### config.mk
export PLATFORM = sky130hd
export DESIGN_NAME = lpc_config_regs
export DESIGN_NICKNAME = d
export VERILOG_FILES = /design/src/verilog/lpc_pkg.sv /design/src/verilog/lpc_cseq_if.sv /design/src/verilog/lpc_cseq_framer.sv /design/src/verilog/lpc_config_regs.sv
export SDC_FILE = /design/constraint.sdc
export NUM_CORES = 1
export LEC_CHECK = 0
export BUFFER_PORTS_ARGS = -buffer_cell sky130_fd_sc_hd__buf_2
export CORE_MARGIN = 1
export CORE_UTILIZATION = 48
export DETAILED_ROUTE_END_ITERATION = 8
export PLACE_DENSITY = 0.76
export SLEW_MARGIN = 20
export SYNTH_ARGS = -nofsm -noshare
export SYNTH_HDL_FRONTEND = slang
export SYNTH_HIERARCHICAL = 1
export SYNTH_SLANG_ARGS = --single-unit
### constraint.sdc
create_clock -name sys_clk -period 1.65 [get_ports sys_clk]
set_input_delay 0.165 -clock sys_clk [delete_from_list [all_inputs] [get_ports sys_clk]]
set_output_delay 0.165 -clock sys_clk [all_outputs]
set_load 0.05 [all_outputs]
### src/verilog/lpc_pkg.sv
// Package with register map, field layout and constants of the partner config registers
package lpc_pkg;
    // Printed offsets are not multiples of four: they are register indices
    localparam logic [7:0]  IDX_DATAPATH_CTRL   = 8'h33;
    localparam logic [7:0]  IDX_PARTNER_CAPS    = 8'h35;
    localparam logic [7:0]  IDX_PARTNER_IDENT   = 8'h37;
    localparam logic [7:0]  IDX_REMOTE_TARGET0  = 8'h39;
    localparam logic [7:0]  IDX_CAPS_SHADOW_A   = 8'h1E;
    localparam logic [7:0]  IDX_CAPS_SHADOW_B   = 8'h1F;
    localparam logic [7:0]  IDX_LOCAL_CTRL      = 8'h40;
    localparam logic [7:0]  IDX_STATUS          = 8'h41;
    localparam int          ADDR_LSB            = 2;
    localparam int          ADDR_W              = 12;

    // Field positions
    localparam int          CRC_EN_BIT          = 2;
    localparam int          CAP_FREEZE_BIT      = 7;
    localparam int          SELFTEST_BIT        = 5;
    localparam int          MULTIPORT_BIT       = 4;
    localparam int          IDENT_FREEZE_BIT    = 0;
    localparam int          PASSTHRU_BIT        = 6;
    localparam int          CAP_FIELD_W         = 6;

    // Reset values
    localparam logic [7:0]  RST_DATAPATH_CTRL   = 8'h04;
    localparam logic [7:0]  RST_PARTNER_CAPS    = 8'h00;
    localparam logic [6:0]  RST_PARTNER_IDENT   = 7'h2A; // Arbitrary neutral value
    localparam logic [7:0]  RST_REMOTE_TARGET0  = 8'h00;
    localparam logic [7:0]  RST_LOCAL_CTRL      = 8'h00;
    localparam logic [7:0]  RESERVED_MASK_CTRL  = 8'hF8;

    // Control sequence framing
    localparam int          CSEQ_DATA_BYTES     = 8;
    localparam logic [3:0]  CSEQ_LAST_DATA      = 4'h7;
    localparam logic [7:0]  CRC_POLY            = 8'h07;
    localparam logic [7:0]  CRC_INIT            = 8'hFF;

    localparam logic [6:0]  ALIAS_SLOT0_DEFAULT = 7'h00;

    typedef enum logic [2:0] {
        CS_IDLE = 3'b001,
        CS_DATA = 3'b010,
        CS_CRC  = 3'b100
    } lpc_cseq_state_t;
endpackage : lpc_pkg

### src/verilog/lpc_cseq_if.sv
// Interface carrying control-sequence bytes into the CRC framer
`timescale 1ns/10ps
interface lpc_cseq_if;
    logic       byteValid;
    logic [7:0] byteData;
    logic       crcEnable;
    logic       outValid;
    logic [7:0] outData;
    logic       outLast;
    logic       busy;
    modport master (output byteValid, output byteData, output crcEnable,
                    input outValid, input outData, input outLast, input busy);
    modport framer (input byteValid, input byteData, input crcEnable,
                    output outValid, output outData, output outLast, output busy);
endinterface : lpc_cseq_if

### src/verilog/lpc_cseq_framer.sv
// Control-sequence framer: passes eight bytes and optionally appends a CRC byte
`timescale 1ns/10ps
module lpc_cseq_framer
    import lpc_pkg::*;
(
    // Clock and reset
    input  wire logic   sysClk,
    input  wire logic   resetN,
    input  wire logic   clkEn,
    // Byte stream
    lpc_cseq_if.framer  cs
);
    lpc_cseq_state_t state;
    logic [3:0]      count;
    logic [7:0]      crc;
    logic            crcOn;

    function automatic logic [7:0] crc_step(input logic [7:0] c, input logic [7:0] d);
        logic [7:0] r;
        r = c ^ d;
        for (int i = 0; i < 8; i++) begin
            r = r[7] ? ((r << 1) ^ CRC_POLY) : (r << 1);
        end
        return r;
    endfunction : crc_step

    assign cs.busy = (state == CS_CRC);

    always_ff @(posedge sysClk) begin
        if (!resetN) begin
            state       <= CS_IDLE;
            count       <= '0;
            crc         <= CRC_INIT;
            crcOn       <= 1'b0;
            cs.outValid <= 1'b0;
            cs.outData  <= '0;
            cs.outLast  <= 1'b0;
        end else if (clkEn) begin
            cs.outValid <= 1'b0;
            cs.outLast  <= 1'b0;
            case (state)
                CS_IDLE, CS_DATA: begin
                    if (cs.byteValid) begin
                        // Enable is latched at first byte so a sequence is framed consistently
                        if (state == CS_IDLE) begin
                            crcOn <= cs.crcEnable;
                        end
                        crc         <= crc_step((state == CS_IDLE) ? CRC_INIT : crc,
                                                cs.byteData);
                        cs.outValid <= 1'b1;
                        cs.outData  <= cs.byteData;
                        if (count == CSEQ_LAST_DATA) begin
                            count <= '0;
                            if ((state == CS_IDLE) ? cs.crcEnable : crcOn) begin
                                state <= CS_CRC;
                            end else begin
                                state      <= CS_IDLE;
                                cs.outLast <= 1'b1;
                            end
                        end else begin
                            count <= count + 4'h1;
                            state <= CS_DATA;
                        end
                    end
                end
                CS_CRC: begin
                    cs.outValid <= 1'b1; // Ninth byte
                    cs.outData  <= crc;
                    cs.outLast  <= 1'b1;
                    state       <= CS_IDLE;
                end
                default: state <= CS_IDLE;
            endcase
        end
    end
endmodule : lpc_cseq_framer

### src/verilog/lpc_config_regs.sv
// Partner configuration register bank with APB slave, remap and control-sequence path
//
// Design decision made here: the APB interface to the registers.
`timescale 1ns/10ps
// Notes on behaviour
// - CRC enable, set at reset, appends CRC to each sent control sequence.
// - CRC covers the first eight bytes and goes out as ninth byte.
// - Forward GPIO count: 00 none, 01 one, 10 two, 11 four; reset zero.
// - Capability freeze blocks automatic loading of partner capability fields.
// - Frozen capabilities take the value in shadow register A when the freeze is written.
// - Self-test request bit mirrors the partner's self-test request.
// - Multi-port flag: 0 single-port partner, 1 multi-port partner.
// - Four-bit field holds partner port number for multi-port partners.
// - Self-test, multi-port, port fields load when back channel link detected.
// - Seven-bit partner ident normally loads from back channel value.
// - Ident freeze stops automatic ident loading, keeping software value.
// - Transactions to alias slot zero get remote target address substituted.
// - Remote target address resets to zero; bit zero reserved read-only.
// - Local transactions pass only if pass-through enabled and decode matches.
module lpc_config_regs
    import lpc_pkg::*;
(
    // Clock, reset, enable
    input  wire logic              sys_clk,
    input  wire logic              reset_n,
    input  wire logic              clkEn,
    // APB slave
    input  wire logic              psel,
    input  wire logic              penable,
    input  wire logic              pwrite,
    input  wire logic [ADDR_W-1:0] paddr,
    input  wire logic [31:0]       pwdata,
    output logic      [31:0]       prdata,
    output logic                   pready,
    output logic                   pslverr,
    // Back channel partner information
    input  wire logic              linkDetected,
    input  wire logic              rxCapValid,
    input  wire logic [5:0]        rxCapData,
    input  wire logic              rxIdentValid,
    input  wire logic [6:0]        rxIdentData,
    // Control sequence in and out
    input  wire logic              ctrlSeqByteValid,
    input  wire logic [7:0]        ctrlSeqByteData,
    output logic                   ctrlSeqOutValid,
    output logic      [7:0]        ctrlSeqOutData,
    output logic                   ctrlSeqOutLast,
    output logic                   ctrlSeqBusy,
    // Forwarded GPIO
    input  wire logic [3:0]        gpioIn,
    output logic      [3:0]        gpioFwd,
    output logic      [3:0]        gpioFwdEnable,
    // Local I2C transaction
    input  wire logic              i2cReqValid,
    input  wire logic [6:0]        i2cReqAddr,
    input  wire logic              i2cReqIsAlias0,
    input  wire logic              i2cReqDecodeMatch,
    output logic                   i2cFwdValid,
    output logic      [6:0]        i2cFwdAddr
);
    logic [7:0]  datapathCtrl;
    logic [7:0]  partnerCaps;
    logic [6:0]  partnerIdent;
    logic        identFreeze;
    logic [6:0]  remoteTarget0;
    logic [7:0]  capsShadowA;
    logic [7:0]  capsShadowB;
    logic [7:0]  localCtrl;
    logic        freezeSeen;
    logic        setupPhase;
    logic        wrStrobe;
    logic        validAddr;
    logic [7:0]  regIndex;
    logic [7:0]  readByte;
    logic [5:0]  next_caps;
    logic        wrDatapath;
    logic        wrCaps;
    logic        wrIdent;
    logic        wrTarget0;
    logic        wrShadowA;
    logic        wrShadowB;
    logic        wrLocal;
    logic [3:0]  laneMask;
    logic [3:0]  laneData;

    lpc_cseq_if  cseq ();

    function automatic logic [3:0] gpio_mask(input logic [1:0] sel);
        case (sel)
            2'b00:   gpio_mask = 4'h0;
            2'b01:   gpio_mask = 4'h1;
            2'b10:   gpio_mask = 4'h3;
            2'b11:   gpio_mask = 4'hF;
            default: gpio_mask = 4'h0;
        endcase
    endfunction : gpio_mask

    function automatic logic index_known(input logic [7:0] idx);
        index_known = (idx == IDX_DATAPATH_CTRL) || (idx == IDX_PARTNER_CAPS) ||
                      (idx == IDX_PARTNER_IDENT) || (idx == IDX_REMOTE_TARGET0) ||
                      (idx == IDX_CAPS_SHADOW_A) || (idx == IDX_CAPS_SHADOW_B) ||
                      (idx == IDX_LOCAL_CTRL)    || (idx == IDX_STATUS);
    endfunction : index_known

    // Bus decode; each access completes in the cycle after setup
    assign regIndex   = paddr[ADDR_LSB +: 8];
    // Upper bits must be clear so no register is aliased
    assign validAddr  = index_known(regIndex) && (paddr[ADDR_LSB-1:0] == '0)
                        && (paddr[ADDR_W-1:ADDR_LSB+8] == '0);
    assign setupPhase = psel && !penable && !pready;
    assign wrStrobe   = psel && penable && pready && pwrite && validAddr;

    // One write enable per register except the read-only status register
    assign wrDatapath = wrStrobe && (regIndex == IDX_DATAPATH_CTRL);
    assign wrCaps     = wrStrobe && (regIndex == IDX_PARTNER_CAPS);
    assign wrIdent    = wrStrobe && (regIndex == IDX_PARTNER_IDENT);
    assign wrTarget0  = wrStrobe && (regIndex == IDX_REMOTE_TARGET0);
    assign wrShadowA  = wrStrobe && (regIndex == IDX_CAPS_SHADOW_A);
    assign wrShadowB  = wrStrobe && (regIndex == IDX_CAPS_SHADOW_B);
    assign wrLocal    = wrStrobe && (regIndex == IDX_LOCAL_CTRL);

    always_comb begin
        case (regIndex)
            IDX_DATAPATH_CTRL:  readByte = datapathCtrl;
            IDX_PARTNER_CAPS:   readByte = partnerCaps;
            IDX_PARTNER_IDENT:  readByte = {partnerIdent, identFreeze};
            IDX_REMOTE_TARGET0: readByte = {remoteTarget0, 1'b0};
            IDX_CAPS_SHADOW_A:  readByte = capsShadowA;
            IDX_CAPS_SHADOW_B:  readByte = capsShadowB;
            IDX_LOCAL_CTRL:     readByte = localCtrl;
            IDX_STATUS:         readByte = {6'h00, ctrlSeqBusy, linkDetected};
            default:            readByte = 8'h00;
        endcase
    end

    always_ff @(posedge sys_clk) begin
        if (!reset_n) begin
            pready  <= 1'b0;
            pslverr <= 1'b0;
        end else if (clkEn) begin
            pready  <= setupPhase;
            pslverr <= setupPhase && !validAddr;
        end
    end

    // Read data is latched at setup and stands for the access cycle
    always_ff @(posedge sys_clk) begin
        if (!reset_n) begin
            prdata <= '0;
        end else if (clkEn && setupPhase) begin
            prdata <= (!pwrite && validAddr) ? {24'h000000, readByte} : '0;
        end
    end

    // Datapath control register
    always_ff @(posedge sys_clk) begin
        if (!reset_n) begin
            datapathCtrl <= RST_DATAPATH_CTRL;
        end else if (clkEn && wrDatapath) begin
            datapathCtrl <= pwdata[7:0];
        end
    end

    // Shadow registers that hold frozen capability values
    // Shadow B is plain storage; only shadow A feeds the fields
    always_ff @(posedge sys_clk) begin
        if (!reset_n) begin
            capsShadowA <= RST_PARTNER_CAPS;
            capsShadowB <= RST_PARTNER_CAPS;
        end else if (clkEn) begin
            if (wrShadowA) begin
                capsShadowA <= pwdata[7:0];
            end
            if (wrShadowB) begin
                capsShadowB <= pwdata[7:0];
            end
        end
    end

    always_ff @(posedge sys_clk) begin
        if (!reset_n) begin
            localCtrl <= RST_LOCAL_CTRL;
        end else if (clkEn && wrLocal) begin
            localCtrl <= pwdata[7:0];
        end
    end

    // Capability fields are self-test, multi-port and port number in the low six bits
    always_comb begin
        next_caps = partnerCaps[CAP_FIELD_W-1:0];
        // A software write wins over an auto-load in the same cycle
        if (wrCaps) begin
            next_caps = pwdata[CAP_FIELD_W-1:0];
        end else if (partnerCaps[CAP_FREEZE_BIT] && freezeSeen) begin
            next_caps = capsShadowA[CAP_FIELD_W-1:0];
        end else if (!partnerCaps[CAP_FREEZE_BIT] && linkDetected && rxCapValid) begin
            next_caps = rxCapData;
        end
    end

    always_ff @(posedge sys_clk) begin
        if (!reset_n) begin
            partnerCaps <= RST_PARTNER_CAPS;
            freezeSeen  <= 1'b0;
        end else if (clkEn) begin
            partnerCaps[CAP_FIELD_W-1:0] <= next_caps;
            // Shadow value is applied once, in the cycle after the freeze is written
            freezeSeen <= wrCaps && pwdata[CAP_FREEZE_BIT] && !partnerCaps[CAP_FREEZE_BIT];
            if (wrCaps) begin
                partnerCaps[7:CAP_FIELD_W] <= pwdata[7:CAP_FIELD_W];
            end
        end
    end

    // Partner ident with its own freeze
    always_ff @(posedge sys_clk) begin
        if (!reset_n) begin
            partnerIdent <= RST_PARTNER_IDENT;
        end else if (clkEn) begin
            if (wrIdent) begin
                partnerIdent <= pwdata[7:1];
            end else if (!identFreeze && linkDetected && rxIdentValid) begin
                partnerIdent <= rxIdentData;
            end
        end
    end

    always_ff @(posedge sys_clk) begin
        if (!reset_n) begin
            identFreeze <= 1'b0;
        end else if (clkEn && wrIdent) begin
            identFreeze <= pwdata[IDENT_FREEZE_BIT];
        end
    end

    always_ff @(posedge sys_clk) begin
        if (!reset_n) begin
            remoteTarget0 <= RST_REMOTE_TARGET0[7:1];
        end else if (clkEn && wrTarget0) begin
            remoteTarget0 <= pwdata[7:1];
        end
    end

    // Forwarded GPIO lanes; lanes above the selected count stay low
    assign laneMask = gpio_mask(datapathCtrl[1:0]);
    for (genvar lane = 0; lane < $bits(gpioIn); lane++) begin : g_lane
        assign laneData[lane] = gpioIn[lane] & laneMask[lane];
    end

    always_ff @(posedge sys_clk) begin
        if (!reset_n) begin
            gpioFwdEnable <= '0;
        end else if (clkEn) begin
            gpioFwdEnable <= laneMask;
        end
    end

    always_ff @(posedge sys_clk) begin
        if (!reset_n) begin
            gpioFwd <= '0;
        end else if (clkEn) begin
            gpioFwd <= laneData;
        end
    end

    // I2C forwarding with alias remap
    always_ff @(posedge sys_clk) begin
        if (!reset_n) begin
            i2cFwdValid <= 1'b0;
        end else if (clkEn) begin
            i2cFwdValid <= i2cReqValid && localCtrl[PASSTHRU_BIT]
                           && i2cReqDecodeMatch;
        end
    end

    // Address is held between requests
    always_ff @(posedge sys_clk) begin
        if (!reset_n) begin
            i2cFwdAddr <= ALIAS_SLOT0_DEFAULT;
        end else if (clkEn && i2cReqValid) begin
            i2cFwdAddr <= i2cReqIsAlias0 ? remoteTarget0 : i2cReqAddr;
        end
    end

    assign cseq.byteValid = ctrlSeqByteValid;
    assign cseq.byteData  = ctrlSeqByteData;
    assign cseq.crcEnable = datapathCtrl[CRC_EN_BIT];

    lpc_cseq_framer lpc_cseq_framer_i (
        .sysClk (sys_clk),
        .resetN (reset_n),
        .clkEn  (clkEn),
        .cs     (cseq.framer)
    );

    assign ctrlSeqOutValid = cseq.outValid;
    assign ctrlSeqOutData  = cseq.outData;
    assign ctrlSeqOutLast  = cseq.outLast;
    assign ctrlSeqBusy     = cseq.busy;
endmodule : lpc_config_regs

Word-level counts from Yosys, hierarchy flattened
Index checks and enable logic that the tools add are counted.
Storage, ports and cells
  flip-flop bits (word level): 132
  input bits: 89
  output and inout bits: 61
  logic and storage cells: 146
Operators by class
  add/subtract/negate cells: 1
  equality and inequality tests: 16
  multiplexer cells: 32
  bitwise logic cells: 13
  reductions and logical operators: 60
Operators by type and width (count)
  $pmux 8 s8: 1
  $mux 3: 12
  $eq 8x6->1 const B: 4
  $logic_and 1x1->1: 32
  $mux 8: 3
  $not 3->3: 8
  $mux 7: 3
  $mux 6: 3
  $eq 8x5->1 const B: 2
  $eq 8x7->1 const B: 2
  $pmux 4 s4: 1
  $pmux 8 s2: 1
  $reduce_and 2->1: 6
  $xor 8x8->8: 1
  $logic_or 1x1->1: 7
  $logic_not 1->1: 6
  $logic_not 2->1: 3
  $reduce_and 3->1: 2
  $mux 1: 5
  $add 4x1->4 const B: 1
  $and 1x1->1: 4
  $eq 2x2->1 const B: 2
  $eq 4x3->1 const B: 1
  $mux 4: 1
  9 further kinds: 11

Logic depth before layout (Yosys ltp)
  depth in word-level cells: 19
  gate-level depth with buffers: 8

By module
Netlist, hierarchy kept.
Modules (own cells, without submodules)
  lpc_config_regs: times used 1, cells each 441, area an instance 4052.6 sq um, seq. area each 1621.6 sq um
  lpc_cseq_framer: times used 1, cells each 170, area an instance 1616.6 sq um, seq. area each 520.5 sq um

Least setup slack after synthesis
Ideal clock, no wire load.
  path type: register to register
  start point: register lpc_cseq_framer_i.state[2]
  end point: register prdata[1]
  setup time: 0.070 ns
  data arrival time: 2.020 ns
  required time: 1.580 ns
  slack: -0.440 ns
  stages on the path, launching flop included: 9
  buffers on the path: 2
  clock period less this slack: 2.090 ns
  cells stage by stage: dfxtp_1 buf_2 nor3b_1 clkbuf_1 mux2_2 nand3_1 o221ai_1 o21bai_1 a21oi_1
Between the ends
  cells in the longest elaborated chain, start to end: 3
RTL lines
  start: declaration: line lpc_cseq_framer.sv:13  | lpc_cseq_state_t state;
  start signal: assignment: line lpc_cseq_framer.sv:31  | state <= CS_IDLE;
  start signal: assignment: line lpc_cseq_framer.sv:55  | state <= CS_CRC;
  start signal: assignment: line lpc_cseq_framer.sv:57  | state <= CS_IDLE;
  $eq 3x3->1: line lpc_cseq_framer.sv:27  | assign cs.busy = (state == CS_CRC);
  via ctrlSeqBusy: line lpc_config_regs.sv:48  | output logic ctrlSeqBusy,
  $pmux 8 s8: line lpc_config_regs.sv:123  | case (regIndex)
  $mux 8: line lpc_config_regs.sv:151  | prdata <= (!pwrite && validAddr) ? {24'h000000, readByte} : '0;
  end signal: assignment: line lpc_config_regs.sv:151
  end: declaration: line lpc_config_regs.sv:33  | output logic [31:0] prdata,
The timed path passes the listed nets, and every way through them passes these cells.
A chain may end at the register's enable or synchronous reset.

Worst setup path in the final report
  start point: register lpc_cseq_framer_i.crc[2]
  end point: register lpc_cseq_framer_i.crc[3]
Between the ends
  cells in the longest elaborated chain, start to end: 5
RTL lines
  start: declaration: line lpc_cseq_framer.sv:15  | logic [7:0] crc;
  start signal: assignment: line lpc_cseq_framer.sv:48  | crc <= crc_step((state == CS_IDLE) ? CRC_INIT : crc,
  $mux 8 *: line lpc_cseq_framer.sv:48
  $xor 8x8->8 *: line lpc_cseq_framer.sv:20  | r = c ^ d;
  $mux 3 *: line lpc_cseq_framer.sv:22  | r = r[7] ? ((r << 1) ^ CRC_POLY) : (r << 1);
  $not 3->3 (no source line)
  $mux 3 *: line lpc_cseq_framer.sv:22
Every way passes the cells marked *; elsewhere a longest branch is shown, timed or not.

==> results.cfg <==
[critical_path]
critPathLaunch = lpc_cseq_framer_i/crc[2]
rr_worst_depth = 5
crit_fanout = 2
r2r_end = lpc_cseq_framer_i/crc[3]
cp.arrival_ns = 1.93
regToRegSetupSlack_ns = -0.03
r2r-start = lpc_cseq_framer_i/crc[2]
cp.required_ns = 1.89
crit_path_end_kind = flop
crit_path_start_kind = flop
worstSetupPathType = flop to flop

[worst_hold_path]
holdPathStages = 3
hold_start = gpioIn[2]
min_to = gpioFwd[2]
worstHoldPathType = input port to flop

[sta]
fin_crit_sh = 1.02
finalSetupViolCount = 3
setup_tns_ns = -0.0685
fin_skew_ns = 0.00853
slew_violations = 0
max_clock_freq_ghz = 0.594
fin_ws_ns = -0.0329
final_hold_viol_count = 0
min_period_ns = 1.68
rsz0062_at_grt = true

[cells_and_area]
layout.cells.non_filler = 897
final_area_sq_um = 7140
nets = 840
diodes = 0
synthToLayoutAreaGrowth_pct = 26.0
drive_gt1_frac = 0.326

[logic_synthesis]
synthTopCellsByArea = dfxtp_1, mux2i_1, nor2_1
yosysWarnings = 6
synth_ff_type = dfxtp_1
synth_top_area_frac = 0.378
synth_area_leader_cell = dfxtp_1
synth-edff-count = 0
yosysMostFrequentCell = dfxtp_1
synth_common_cells = dfxtp_1, mux2i_1, nor2_1, nand2_1, buf_4
ys_types = 65
synth.avg_cell_area_sq_um = 9.28
synth_seq_cells = 107
async_flop_share = 0
synth_cells = 611
synth_area_sq_um = 5670
yosysSeqAreaShare = 0.378

[grt]
antenna_found_initial = 0
grt_pass1_wl_mm = 24.2
grt-ovfl-total = 0
grt_pass1_vias = 4860
grt_max_degree = 39
grt.total_usage = 0.245

[floorplan]
die_height_um = 111
initial_utilization = 0.494
core-area_sq_um = 11500
row_count = 39
die_w_um = 111
dieArea_sq_um = 12200
io_pins = 150

[routing]
routed_wirelength_mm = 15.3
wl_per_cell_um = 17.0
drtAntennaViolNets = 0
dr.pass1.iters = 5
detail_route.iter0.violations = 332
dr_total_vias = 5067
via_per_inst = 5.65
drc = 0

[placed_design]
dp_slack_ns = -0.187
dp.cells = 875
dpl_cell_area_sq_um = 6630
hpwl_mm = 11.0
port-buffer-count = 101
gp_congestion = 0.860

[cts]
clock_latency_ns = 0.36
htreeDepth = 3
cts_hold_buf = 0
cts_sinks = 107
cts_tree = yes
clk_pin_slew_worst_paths_ns = 0.07
root_buffer = clkbuf_16
cts_buffer_depth = 2
cts_made_buffers = 9

[pwr]
power_density_nw_per_um2 = 846
power.leakage_uw = 0.00307
ir_drop_uv = 577

[run_status]
outcome = finished with violations
violations = setup timing

[job]
drv_cap = 0
==> report_power, final <==
part | total [uW] | internal (uW) | switching (uW)
clock network | 2090 | 1120 | 974
logic | 1230 | 514 | 720
registers | 2720 | 2660 | 64.7
total | 6050 | 4290 | 1760
==> metrics by stage <==
step / utilization / total power (uW) / hold slack [ns]
after floorplan: - / 3610 / 0.227
after global placement: 0.578 / 3910 / 0.439
after detailed placement: 0.578 / 3950 / 0.455
after CTS: 0.606 / 6030 / 0.0751
after global routing: 0.623 / 6300 / 0.0866
final: 0.623 / 6050 / 0.0819
==> state kept, by name, summed over array words and instances (netlist names), 8 cells and up <==
register	flops
capsShadowA	8
capsShadowB	8
datapathCtrl	8
localCtrl	8
lpc_cseq_framer_i/crc	8
lpc_cseq_framer_i/cs.outData	8
partnerCaps	8
prdata	8
==> layer usage <==
metal / wire, um / share of wire / track usage
met1: 6070 / 0.40 / 0.297
met2: 7840 / 0.51 / 0.426
met3: 1010 / 0.066 / 0.0541
met4: 371 / 0.024 / 0.0836
met5: 0 / 0 / 0
==> critical path: stages (launching register included) <==
cell     delay [ns]
dfxtp_2        0.33
xor3_1         0.41
nor2_2         0.16
xor2_2         0.19
xnor2_1        0.14
mux2_1         0.33
==> cell type report <==
type / instances / area [sq um]
well taps: 143 / 179
fillers: 941 / 4320
repair buffers: 170 / 1140
multi-input cells: 460 / 3380
clock inverters: 4 / 32.5
clock buffers: 11 / 254
flip-flops and latches: 107 / 2150
inverters: 2 / 7.51
==> logic make-up (layout without fill, tap and decap cells) <==
group,after synthesis,after routing,synth area share
AO/OA/AOI/OAI,108,108,0.131
buffers and inverters,67,187,0.0658
flip-flops,107,107,0.378
XOR/XNOR,28,28,0.0565
multiplexers,95,95,0.173
adder cells (fa/ha/maj),1,1,0.00221
other,1,24,0.000661
AND/OR/NAND/NOR,204,204,0.193
==> cells in the final DEF, fill, tap and decap left out, types with 3 or more instances in the layout <==
cell type	synthesis	routed
and4b_1	3	3
dfxtp_1	107	102
nand3_1	13	13
buf_2	10	101
nand3b_1	4	4
buf_8	0	3
mux2i_1	72	68
a22oi_1	9	9
nor2_1	66	65
a221oi_1	13	11
nor2_2	2	3
a21boi_0	3	3
mux2_2	22	22
mux2i_2	0	3
o221ai_1	7	6
buf_12	0	6
xor3_1	4	4
buf_4	27	56
nand4_1	8	8
nand2_1	51	50
nand2b_1	12	12
nor2b_1	16	16
a31oi_1	3	3
conb_1	1	24
dfxtp_2	0	3
xnor2_1	21	20
clkbuf_16	0	10
a21oi_1	25	25
a211oi_1	12	12
o211ai_1	6	6
nor3_1	3	3
and3b_1	3	3
o21ai_0	15	15
buf_6	1	4
==> repair_timing <==
item / in CTS / in global routing
buffers inserted: 1 / 4
pin swaps: 1 / 9
gates cloned: 0 / 2
gates resized for setup: 6 / 34
endpoints found under the setup margin: 10 / 45
==> worst max-delay path by stage <==
| stage | cells after the start | to |
|---|---|---|
| 2_1_floorplan | 6 | datapathCtrl[0] |
| 3_3_place_gp | 7 | partnerIdent[5] |
| 3_5_place_dp | 7 | partnerIdent[3] |
| 4_1_cts | 7 | partnerIdent[3] |
| 5_1_grt | 7 | lpc_cseq_framer_i/crc[2] |
| 6_report | 5 | lpc_cseq_framer_i/crc[3] |
No activity file was read; power rests on OpenSTA's default activity.
